### config.mk
export PLATFORM = sky130hd
export DESIGN_NAME = fdl_top
export DESIGN_NICKNAME = d
export VERILOG_FILES = /design/src/pkg/fdl_pkg.sv /design/src/rtl/fdl_top.sv
export VERILOG_INCLUDE_DIRS = /design/src /design/src/pkg
export SDC_FILE = /design/constraint.sdc
export NUM_CORES = 1
export LEC_CHECK = 0
export BUFFER_PORTS_ARGS = -buffer_cell sky130_fd_sc_hd__buf_2
export CORE_MARGIN = 3
export CORE_UTILIZATION = 63
export CTS_CLUSTER_SIZE = 40
export DETAILED_ROUTE_END_ITERATION = 6
export PLACE_DENSITY_LB_ADDON = 0.08
export SLEW_MARGIN = 20
export SYNTH_ARGS = -nofsm -noshare
export SYNTH_HDL_FRONTEND = slang
export SYNTH_SLANG_ARGS = --single-unit
### constraint.sdc
create_clock -name clk -period 4.8 [get_ports clk]
set_input_delay 0.72 -clock clk [delete_from_list [all_inputs] [get_ports clk]]
set_output_delay 0.72 -clock clk [all_outputs]
set_load 0.03 [all_outputs]
### src/pkg/fdl_regs.svh
// Register map, field positions and reset values of the divider and level control block
`ifndef FDL_REGS_SVH
`define FDL_REGS_SVH
`define FDL_A_STAT 4'h0
`define FDL_A_PWR 4'h2
`define FDL_A_CTL 4'h3
`define FDL_A_SEED 4'h5
`define FDL_A_NDHI 4'h6
`define FDL_A_NDLO 4'h7
`define FDL_A_NUMH 4'h8
`define FDL_A_NUMM 4'h9
`define FDL_A_NUML 4'hA
`define FDL_A_ODIV 4'hB
`define FDL_A_ACAL_LO 4'h6
`define FDL_A_LAST 4'hA
`define FDL_RST_PWR 8'h06
`define FDL_RST_CTL 8'h3E
`define FDL_RST_SEED 8'h11
`define FDL_RST_NDHI 8'h08
`define FDL_RST_NDLO 8'hFA
`define FDL_RST_NUMH 8'h3F
`define FDL_RST_NUMM 8'hFF
`define FDL_RST_NUML 4'hF
`define FDL_RST_ODIV 8'hF9
`define FDL_MSK_NDHI 8'hFB
`define FDL_MSK_NUMH 8'h3F
`define FDL_B_ALWAYS_ON 7
`define FDL_B_MONITOR 6
`define FDL_B_DURING_CAL 5
`define FDL_B_UNLOCKED 4
`define FDL_B_AUTOCAL 3
`define FDL_B_AUTO_RST 2
`define FDL_B_DITHER 1
`define FDL_B_INT_MODE 0
`define FDL_B_MTCAL 2
`define FDL_B_MUTE 1
`define FDL_B_MODULATOR_RESET_W 5
`define FDL_B_CAL_W 4
`define FDL_B_ST_UNLOCK 5
`define FDL_B_ST_HI 4
`define FDL_B_ST_LO 3
`define FDL_B_ST_LOCK 2
`define FDL_I_PD 0
`define FDL_I_LOCK 1
`define FDL_I_MUTE 2
`define FDL_I_HI 3
`define FDL_I_LO 4
`define FDL_CAL_TICKS 4'hD
`endif

### src/pkg/fdl_pkg.sv
// Types of the divider and level control block
`default_nettype none
package fdl_pkg;
  typedef struct packed {
    logic [7:0] pwr;
    logic [7:0] ctl;
    logic [7:0] seed;
    logic [7:0] ndhi;
    logic [7:0] ndlo;
    logic [7:0] numh;
    logic [7:0] numm;
    logic [3:0] numl;
    logic [7:0] odiv;
  } fdl_regs_t;
  typedef struct packed {
    logic [9:0] feedback_divide_ratio;
    logic fb_upd;
    logic lvl_corr;
    logic lvl_eval;
    logic amplitude_too_high_flag;
    logic amplitude_too_low_flag;
    logic cal_busy;
    logic rf_mute;
    logic div_out;
  } fdl_out_t;
  typedef struct packed {
    fdl_regs_t rg;
    logic [4:0][2:0] sh;
    logic [4:0] lv;
    logic modulator_reset;
    logic cal;
    logic [3:0] cal_cnt;
    logic [17:0] acc;
    logic [7:0] lfsr;
    logic dlast;
    logic [2:0] odcnt;
    logic [7:0] rdata;
    fdl_out_t o;
  } fdl_st_t;
endpackage
`default_nettype wire

### src/rtl/fdl_top.sv
// Fractional feedback divider, output divider, mute and level control
// Contract
// RULE1: Always-on bit runs level control continuously, ignoring the other enables.
// RULE2: During-calibration bit runs level control for every calibration cycle.
// RULE3: When-unlocked bit runs level control while the PLL is out of lock.
// RULE4: Monitor-only bit updates amplitude flags without applying correction.
// RULE5: Amplitude flags are valid only while level control or monitoring runs.
// RULE6: Host keeps at least one of always-on, during-cal or unlocked set.
// RULE7: Ratio is 10 bits; fractional mode uses 35 to 1019 only.
// RULE8: Integer mode accepts ratios 32 to 1023 taken straight from the field.
// RULE9: Ratio upper bits sit in register 6, lower eight bits in register 7.
// RULE10: Modulator steps once per phase-detector cycle; average ratio hits the target.
// RULE11: Numerator is 18 bits, 1 to 262143, denominator fixed at 262144.
// RULE12: Integer mode holds the modulator in standby, resuming at once when cleared.
// RULE13: Dither bit adds pseudorandom dither to the numerator; on after reset.
// RULE14: Dither generator starts from the 8-bit seed field.
// RULE15: Writing one to modulator reset reinitialises it, then the bit self-clears.
// RULE16: With auto-reset set, writes to registers 5 to 0x0A set modulator reset.
// RULE17: Host should reset the modulator after numerator changes unless auto-reset.
// RULE18: Output divider divides by 1 to 6 with 50% duty, odd values too.
// RULE19: Output muted when the mute bit is set or mute pin is low.
// RULE20: Writing one to calibrate starts a cycle; bit clears when it completes.
// RULE21: Correction enable is always-on, or during-cal and busy, or unlocked and no lock.
//
// Decided for this implementation: the register offsets and strobed register access.
`include "fdl_regs.svh"
`timescale 1ns/1ps
`default_nettype none
module fdl_top (
  // Clock and reset
  input wire logic clk,
  input wire logic srst,
  // Register port
  input wire logic [3:0] reg_addr,
  input wire logic [7:0] reg_wdata,
  input wire logic reg_wr,
  input wire logic reg_rd,
  output logic [7:0] reg_rdata,
  // Pins from the analog side
  input wire logic phase_detector_clk,
  input wire logic pll_lock,
  input wire logic mute_n,
  input wire logic amp_above,
  input wire logic amp_below,
  // Controls to the analog side
  output fdl_pkg::fdl_out_t ctl_out
);

  fdl_pkg::fdl_st_t r;
  fdl_pkg::fdl_st_t n;
  logic [4:0] pin_v;

  function automatic logic f_in(input logic [3:0] a, input logic [3:0] lo);
    f_in = (a >= lo) && (a <= `FDL_A_LAST);
  endfunction

  // Taps give a maximal 255-state sequence; an all-zero seed would stall it
  function automatic logic [7:0] f_lfsr(input logic [7:0] s);
    f_lfsr = {s[6:0], s[7] ^ s[5] ^ s[4] ^ s[3]};
  endfunction

  // Out-of-range codes clamp so the counter never runs away
  function automatic logic [2:0] f_odv(input logic [2:0] od);
    if (od == 3'h0) begin
      f_odv = 3'h1;
    end else if (od > 3'h6) begin
      f_odv = 3'h6;
    end else begin
      f_odv = od;
    end
  endfunction

  assign pin_v = {amp_below, amp_above, mute_n, pll_lock, phase_detector_clk};

  always_comb begin
    logic tick;
    logic lock;
    logic req;
    logic eval;
    logic rst_set;
    logic cal_set;
    logic dith;
    logic [9:0] nd;
    logic [17:0] num;
    logic [18:0] sum;
    logic [2:0] odv;
    logic [7:0] st;
    tick = 1'b0;
    lock = 1'b0;
    req = 1'b0;
    eval = 1'b0;
    rst_set = 1'b0;
    cal_set = 1'b0;
    dith = 1'b0;
    nd = {r.rg.ndhi[1:0], r.rg.ndlo}; // [RULE9]
    num = {r.rg.numh[5:0], r.rg.numm, r.rg.numl}; // [RULE11]
    sum = 19'h00000;
    odv = f_odv(r.rg.odiv[2:0]);
    st = 8'h00;
    n = r;
    n.o.fb_upd = 1'b0;
    n.rdata = 8'h00;
    // Pin synchronisers: a change counts once stages two and three agree
    for (int i = 0; i < 5; i++) begin
      n.sh[i] = {r.sh[i][1:0], pin_v[i]};
      if (r.sh[i][1] == r.sh[i][2]) begin
        n.lv[i] = r.sh[i][1];
      end
    end
    tick = r.sh[`FDL_I_PD][1] & r.sh[`FDL_I_PD][2] & ~r.lv[`FDL_I_PD];
    lock = r.lv[`FDL_I_LOCK];
    // Register writes
    if (reg_wr) begin
      case (reg_addr)
        `FDL_A_PWR: n.rg.pwr = reg_wdata;
        `FDL_A_CTL: n.rg.ctl = reg_wdata;
        `FDL_A_SEED: n.rg.seed = reg_wdata;
        `FDL_A_NDHI: n.rg.ndhi = reg_wdata & `FDL_MSK_NDHI; // [RULE9]
        `FDL_A_NDLO: n.rg.ndlo = reg_wdata; // [RULE9]
        `FDL_A_NUMH: n.rg.numh = reg_wdata & `FDL_MSK_NUMH;
        `FDL_A_NUMM: n.rg.numm = reg_wdata;
        `FDL_A_NUML: begin
          n.rg.numl = reg_wdata[7:4];
          rst_set = reg_wdata[`FDL_B_MODULATOR_RESET_W - 4]; // [RULE15]
          cal_set = reg_wdata[`FDL_B_CAL_W - 4]; // [RULE20]
        end
        `FDL_A_ODIV: n.rg.odiv = reg_wdata;
        default: ;
      endcase
      if (r.rg.ctl[`FDL_B_AUTO_RST] && f_in(reg_addr, `FDL_A_SEED)) begin
        rst_set = 1'b1; // [RULE16]
      end
      if (r.rg.ctl[`FDL_B_AUTOCAL] && f_in(reg_addr, `FDL_A_ACAL_LO)) begin
        cal_set = 1'b1;
      end
    end
    // Register reads: data stands only in the following cycle
    if (reg_rd) begin
      st[`FDL_B_ST_UNLOCK] = ~lock;
      st[`FDL_B_ST_HI] = r.o.amplitude_too_high_flag;
      st[`FDL_B_ST_LO] = r.o.amplitude_too_low_flag;
      st[`FDL_B_ST_LOCK] = lock;
      case (reg_addr)
        `FDL_A_STAT: n.rdata = st;
        `FDL_A_PWR: n.rdata = r.rg.pwr;
        `FDL_A_CTL: n.rdata = r.rg.ctl;
        `FDL_A_SEED: n.rdata = r.rg.seed;
        `FDL_A_NDHI: n.rdata = r.rg.ndhi;
        `FDL_A_NDLO: n.rdata = r.rg.ndlo;
        `FDL_A_NUMH: n.rdata = r.rg.numh;
        `FDL_A_NUMM: n.rdata = r.rg.numm;
        `FDL_A_NUML: n.rdata = {r.rg.numl, 2'h0, r.modulator_reset, r.cal};
        `FDL_A_ODIV: n.rdata = r.rg.odiv;
        default: n.rdata = 8'h00;
      endcase
    end
    // Self-clearing reset pulse; a new request always wins
    n.modulator_reset = rst_set; // [RULE15]
    // Calibration cycle counted in phase-detector periods
    if (cal_set) begin
      n.cal = 1'b1; // [RULE20]
      n.cal_cnt = 4'h0;
    end else if (r.cal && tick) begin
      if (r.cal_cnt == `FDL_CAL_TICKS - 4'h1) begin
        n.cal = 1'b0; // [RULE20]
      end else begin
        n.cal_cnt = r.cal_cnt + 4'h1;
      end
    end
    // Modulator: first-difference dither keeps the average numerator exact
    if (r.modulator_reset) begin
      n.acc = 18'h00000; // [RULE15]
      n.lfsr = r.rg.seed; // [RULE14]
      n.dlast = 1'b0;
    end else if (tick) begin
      n.o.fb_upd = 1'b1; // [RULE10]
      if (r.rg.ctl[`FDL_B_INT_MODE]) begin
        n.o.feedback_divide_ratio = nd; // [RULE8] [RULE12]
      end else begin
        dith = r.rg.ctl[`FDL_B_DITHER] & r.lfsr[0]; // [RULE13]
        sum = {1'b0, r.acc} + {1'b0, num} + {18'h00000, dith} - {18'h00000, r.dlast}; // [RULE11]
        n.acc = sum[17:0];
        n.o.feedback_divide_ratio = nd + {9'h000, sum[18]}; // [RULE7] [RULE10]
        n.lfsr = f_lfsr(r.lfsr);
        n.dlast = dith;
      end
    end
    // Level control decision
    req = (r.rg.ctl[`FDL_B_DURING_CAL] & r.cal) | (r.rg.ctl[`FDL_B_UNLOCKED] & ~lock); // [RULE2] [RULE3]
    n.o.lvl_corr = r.rg.ctl[`FDL_B_ALWAYS_ON] | (req & ~r.rg.ctl[`FDL_B_MONITOR]); // [RULE1] [RULE4] [RULE21]
    eval = r.rg.ctl[`FDL_B_ALWAYS_ON] | req | r.rg.ctl[`FDL_B_MONITOR];
    n.o.lvl_eval = eval; // [RULE4]
    // Flags hold outside evaluation; they are meaningless there anyway
    if (eval) begin
      n.o.amplitude_too_high_flag = r.lv[`FDL_I_HI]; // [RULE5]
      n.o.amplitude_too_low_flag = r.lv[`FDL_I_LO]; // [RULE5]
    end
    n.o.cal_busy = n.cal;
    n.o.rf_mute = r.rg.pwr[`FDL_B_MUTE] | ~r.lv[`FDL_I_MUTE] | (r.rg.pwr[`FDL_B_MTCAL] & r.cal); // [RULE19]
    // Clock is taken as twice the source rate, so a toggle every O cycles gives 50% duty
    if (r.odcnt >= odv - 3'h1) begin
      n.odcnt = 3'h0;
      n.o.div_out = ~r.o.div_out; // [RULE18]
    end else begin
      n.odcnt = r.odcnt + 3'h1;
    end
    if (srst) begin
      n = '0;
      n.rg.pwr = `FDL_RST_PWR;
      n.rg.ctl = `FDL_RST_CTL; // [RULE13]
      n.rg.seed = `FDL_RST_SEED;
      n.rg.ndhi = `FDL_RST_NDHI;
      n.rg.ndlo = `FDL_RST_NDLO;
      n.rg.numh = `FDL_RST_NUMH;
      n.rg.numm = `FDL_RST_NUMM;
      n.rg.numl = `FDL_RST_NUML;
      n.rg.odiv = `FDL_RST_ODIV;
      n.lfsr = `FDL_RST_SEED;
      n.o.rf_mute = 1'b1;
    end
  end

  always_ff @(posedge clk) begin
    r <= n;
  end

  assign reg_rdata = r.rdata;
  assign ctl_out = r.o;

  logic tick_seen;
  assign tick_seen = r.sh[`FDL_I_PD][1] && r.sh[`FDL_I_PD][2] && !r.lv[`FDL_I_PD] && !r.modulator_reset;
endmodule
`default_nettype wire

==> flow_summary.html <==
<table>
<tr><th>Metric</th><th>Value</th></tr>
<tr><th colspan="2">Timing</th></tr>
<tr><td>Final setup fails</td><td>0</td></tr>
<tr><td>Final worst clock skew</td><td>0.00749 ns</td></tr>
<tr><td>Post-Route Setup TNS</td><td>0 ns</td></tr>
<tr><td>Min cycle time layout</td><td>3.80 ns</td></tr>
<tr><td>Worst Tran Pin Value</td><td>0.854 ns</td></tr>
<tr><td>Final count of hold timing violations</td><td>0</td></tr>
<tr><td>Relative slew slack</td><td>42.6%</td></tr>
<tr><td>Hold Worst Slack</td><td>0.408 ns</td></tr>
<tr><td>Highest clock rate</td><td>263 MHz</td></tr>
<tr><td>Least setup slack across all paths after layout</td><td>0.999 ns</td></tr>
<tr><td>Setup repair after global routing missed its margin</td><td>false</td></tr>
<tr><td>Final number of max-transition violations</td><td>0</td></tr>
<tr><td>Part of the cycle the worst path needs</td><td>79.2%</td></tr>
<tr><th colspan="2">Pwr</th></tr>
<tr><td>Clock group share of total power</td><td>45.7%</td></tr>
<tr><td>Part of the power in combinational logic</td><td>11.3%</td></tr>
<tr><td>Static leakage</td><td>3.55 nW</td></tr>
<tr><td>Power per cell area</td><td>346 nW/µm²</td></tr>
<tr><td>Cell-internal power</td><td>0.00217 W</td></tr>
<tr><td>Part of the power in registers</td><td>43.0%</td></tr>
<tr><td>Worst ir drop on vdd</td><td>0.000257 V</td></tr>
<tr><td>Switching fraction of total power</td><td>25.6%</td></tr>
<tr><td>Switching power of the nets</td><td>0.000746 W</td></tr>
<tr><th colspan="2">Min path</th></tr>
<tr><td>Min-Delay Path Class</td><td>flip-flop to flip-flop</td></tr>
<tr><th colspan="2">Yosys</th></tr>
<tr><td>Async set-or-reset flop fraction in the synthesized netlist</td><td>0%</td></tr>
<tr><td>Synth top area cells</td><td>sky130_fd_sc_hd__dfxtp_1 (37%), sky130_fd_sc_hd__ha_1 (7.2%), sky130_fd_sc_hd__nand2_1 (4.7%)</td></tr>
<tr><td>Top cell type by total area after synthesis</td><td>sky130_fd_sc_hd__dfxtp_1</td></tr>
<tr><td>Top cell types by occurrence after synthesis</td><td>sky130_fd_sc_hd__dfxtp_1 (146), sky130_fd_sc_hd__nand2_1 (97), sky130_fd_sc_hd__nor2_1 (97)</td></tr>
<tr><td>Most used standard cell by instance count after synthesis</td><td>sky130_fd_sc_hd__dfxtp_1</td></tr>
<tr><td>Post-synthesis area per instance</td><td>8.24 µm²</td></tr>
<tr><td>Number of flip-flops and latches in the synthesized netlist</td><td>146</td></tr>
<tr><td>Post-Synthesis Cells</td><td>946</td></tr>
<tr><td>Total standard cell area after synthesis</td><td>7800 µm²</td></tr>
<tr><td>Dominant register cell in the synthesized netlist</td><td>sky130_fd_sc_hd__dfxtp_1</td></tr>
<tr><td>Number of distinct library cells after synthesis</td><td>67</td></tr>
<tr><td>Number of flops mapped to enable cells by yosys</td><td>0</td></tr>
<tr><td>Share of the synthesized area in the top cell type</td><td>37.5%</td></tr>
<tr><td>Post-synthesis net count</td><td>1014</td></tr>
<tr><td>Number of synthesis warnings</td><td>0</td></tr>
<tr><td>Proportion of synthesized chip area in sequential cells</td><td>37.5%</td></tr>
<tr><th colspan="2">Placed design</th></tr>
<tr><td>Setup Slack @ Placement</td><td>1.03 ns</td></tr>
<tr><td>Final RePlAce weighted congestion</td><td>1.01</td></tr>
<tr><td>Estimated wirelength of the detail-placed design</td><td>13800 µm</td></tr>
<tr><td>Area after DPL</td><td>7820 µm²</td></tr>
<tr><td>Number of buffers added on ports</td><td>46</td></tr>
<tr><th colspan="2">Routing</th></tr>
<tr><td>Number of nets with antenna violations after detailed routing</td><td>0</td></tr>
<tr><td>Via-per-instance ratio</td><td>5.95</td></tr>
<tr><td>DR DRC count</td><td>0</td></tr>
<tr><td>Drt wl/cell</td><td>17.5 µm</td></tr>
<tr><td>Violation count after the first detailed-routing iteration</td><td>682</td></tr>
<tr><td>Length of the first detailed-routing pass in iterations</td><td>6</td></tr>
<tr><td>Total detailed-routing wirelength</td><td>19600 µm</td></tr>
<tr><td>Via count</td><td>6645</td></tr>
<tr><th colspan="2">Worst setup path</th></tr>
<tr><td>Worst path max stage delay</td><td>0.36 ns</td></tr>
<tr><td>Source of the critical timing path</td><td>r[90]$_SDFFE_PP1P_</td></tr>
<tr><td>Worst Path Arrival</td><td>4.13 ns</td></tr>
<tr><td>Launching point of the worst reg2reg path</td><td>r[90]$_SDFFE_PP1P_</td></tr>
<tr><td>Worst Path Max Fanout</td><td>4</td></tr>
<tr><td>Reg2Reg Depth</td><td>19</td></tr>
<tr><td>Minimum setup slack among reg-to-reg paths</td><td>1.0 ns</td></tr>
<tr><td>Critical path type</td><td>flip-flop to flip-flop</td></tr>
<tr><td>Setup crit end</td><td>ctl_out[17]$_SDFFE_PP0P_</td></tr>
<tr><td>Crit path cell chain</td><td>inv_1, ha_1, inv_1, fa_1, inv_1, fa_1, nor2b_1, o2111ai_1, nand3_1, nand2_1, o2bb2ai_1, xnor2_1, ha_1, nor2b_1, and2_1, and4_1, nand3_1, xor2_1, a211oi_1</td></tr>
<tr><td>Critical R2R Capture</td><td>ctl_out[17]$_SDFFE_PP0P_</td></tr>
<tr><td>Critical Path RT</td><td>5.13 ns</td></tr>
<tr><td>CP max stage cell</td><td>sky130_fd_sc_hd__fa_1</td></tr>
<tr><td>Worst setup SP type</td><td>flip-flop</td></tr>
<tr><td>Cell repeated most along the worst path</td><td>sky130_fd_sc_hd__inv_1</td></tr>
<tr><td>Category of the worst setup path capture point</td><td>flip-flop</td></tr>
<tr><th colspan="2">Clock tree</th></tr>
<tr><td>Buffer cell driving the clock tree root</td><td>sky130_fd_sc_hd__clkbuf_16</td></tr>
<tr><td>Resize count post-CTS</td><td>0</td></tr>
<tr><td># hold bufs at CTS</td><td>0</td></tr>
<tr><td>H-tree depth</td><td>4</td></tr>
<tr><td>Worst skew pair latency</td><td>0.42 ns</td></tr>
<tr><td>TritonCTS Buffers</td><td>17</td></tr>
<tr><td>Buffer depth of the longest clock path</td><td>2</td></tr>
<tr><td>TritonCTS clock tree</td><td>built</td></tr>
<tr><td>Clock slew seen by the registers of the worst setup and hold paths</td><td>0.06 ns</td></tr>
<tr><td># Post-CTS Setup Buffers</td><td>0</td></tr>
<tr><td>Clock net sink count</td><td>146</td></tr>
<tr><th colspan="2">Layout</th></tr>
<tr><td>Share of post-route cells with drive strength above 1</td><td>10.6%</td></tr>
<tr><td>Diodes inserted</td><td>0</td></tr>
<tr><td>Net total in the final layout</td><td>1004</td></tr>
<tr><td>Fillcell total</td><td>996</td></tr>
<tr><td>Final instance area</td><td>8420 µm²</td></tr>
<tr><td>Area added between synthesis and finish</td><td>7.98%</td></tr>
<tr><th colspan="2">Global route</th></tr>
<tr><td>Global router's overall resource usage</td><td>29.1%</td></tr>
<tr><td>Via count of the first global-routing pass</td><td>6101</td></tr>
<tr><td>Maximum number of pins on one net before global-route repair</td><td>82</td></tr>
<tr><td>Remaining Overflow, GRT</td><td>0</td></tr>
<tr><td>Antenna violations before repair</td><td>0</td></tr>
<tr><td>Global-route wire length before repair</td><td>30900 µm</td></tr>
<tr><th colspan="2">Die</th></tr>
<tr><td>Area of the die</td><td>13700 µm²</td></tr>
<tr><td>Height of the chip</td><td>117 µm</td></tr>
<tr><td>Core area</td><td>12100 µm²</td></tr>
<tr><td>Top-Level Pins</td><td>47</td></tr>
<tr><td>Initial Util</td><td>64.6%</td></tr>
<tr><td>Number of core rows</td><td>40</td></tr>
<tr><td>Width of the die</td><td>117 µm</td></tr>
<tr><th colspan="2">Status</th></tr>
<tr><td>Status</td><td>finished clean</td></tr>
<tr><th colspan="2">Run</th></tr>
<tr><td>Maximum Capacitance Violations</td><td>0</td></tr>
</table>
## power by group through the flow
stage | Clock [W] | Sequential (W) | Combinational (W)
final | 0.00133 | 0.00125 | 0.000329
after global routing | 0.00141 | 0.00125 | 0.000358
after CTS | 0.00134 | 0.00125 | 0.000322
after detailed placement | 0 | 0.00128 | 0.000320
after global placement | 0 | 0.00128 | 0.000314
after floorplan | 0 | 0.00127 | 0.000255
## cells by family (layout without fill, tap and decap cells)
kind of cell	count (synthesis)	count (layout)	share of synthesized area, %
XOR/XNOR	24	24	2.70
AO/OA/AOI/OAI	209	209	18.3
buffers and inverters	160	163	9.63
AND/OR/NAND/NOR	333	333	20.4
flip-flops	146	146	37.5
adder cells (fa/ha/maj)	47	47	7.74
multiplexers	27	27	3.68
## placed cells by master, fill, tap and decap left out, types with 30 or more instances in the layout
cell and instances:
sky130_fd_sc_hd__nor2_1 97, sky130_fd_sc_hd__o21ai_0 30, sky130_fd_sc_hd__inv_1 81, sky130_fd_sc_hd__nor2b_1 43
sky130_fd_sc_hd__buf_2 45, sky130_fd_sc_hd__nand2_1 97, sky130_fd_sc_hd__a211o_1 37, sky130_fd_sc_hd__a21oi_1 54
sky130_fd_sc_hd__dfxtp_1 146, sky130_fd_sc_hd__ha_1 45
## worst max-delay path: cells and delay by family (launching register included)
family                   cells  cell delay, ns
AND/OR/NAND/NOR              7            1.24
buffers and inverters        3            0.18
XOR/XNOR                     2            0.43
adder cells (fa/ha/maj)      4            0.99
AO/OA/AOI/OAI                3            0.54
flip-flops                   1            0.33
## area by class of cell
class | count | area (µm²) | share of cell area, %
well taps | 168 | 210 | 2.50
repair buffers | 50 | 263 | 3.12
clock buffers | 22 | 474 | 5.63
inverters | 81 | 304 | 3.61
flip-flops and latches | 146 | 2920 | 34.7
multi-input cells | 640 | 4120 | 49.0
clock inverters | 10 | 121 | 1.44
## per-stage QoR
step | power [W] | cells | util, %
floorplan | 0.00153 | 946 | -
global placement | 0.00159 | 1085 | 64.9
detailed placement | 0.00160 | 1085 | 64.9
CTS | 0.00292 | 1117 | 69.8
global route | 0.00302 | 1117 | 69.8
finish | 0.00291 | 1117 | 69.8
## registers in the layout (all words and copies together) (netlist names)
name,flops
ctl_out,18
reg_rdata,8
r,120
## layer usage
| metal | share of wire [%] | vias to the layer above | global-route usage (%) | wire, µm |
|---|---|---|---|---|
| met5 | 0 | - | 0 | 0 |
| met4 | 2.4 | 0 | 11.0 | 478 |
| met3 | 9.1 | 39 | 7.10 | 1770 |
| met2 | 45 | 305 | 44.6 | 8880 |
| met1 | 43 | 3106 | 39.7 | 8430 |
| li1 | - | 3195 | - | - |
## worst min-delay path by stage
stage | start | end | slack (ns) | cells after the start
after global routing | r[64]$_SDFFE_PP0N_ | ctl_out[1]$_SDFF_PP1_ | 0.45 | 1
after floorplan | r[64]$_SDFFE_PP0N_ | ctl_out[1]$_SDFF_PP1_ | 0.37 | 1
after detailed placement | r[64]$_SDFFE_PP0N_ | ctl_out[1]$_SDFF_PP1_ | 0.39 | 1
after CTS | r[64]$_SDFFE_PP0N_ | ctl_out[1]$_SDFF_PP1_ | 0.41 | 1
final | r[64]$_SDFFE_PP0N_ | ctl_out[1]$_SDFF_PP1_ | 0.41 | 1
after global placement | r[64]$_SDFFE_PP0N_ | ctl_out[1]$_SDFF_PP1_ | 0.39 | 1
Note: power is estimated with default switching activity, not from simulation.
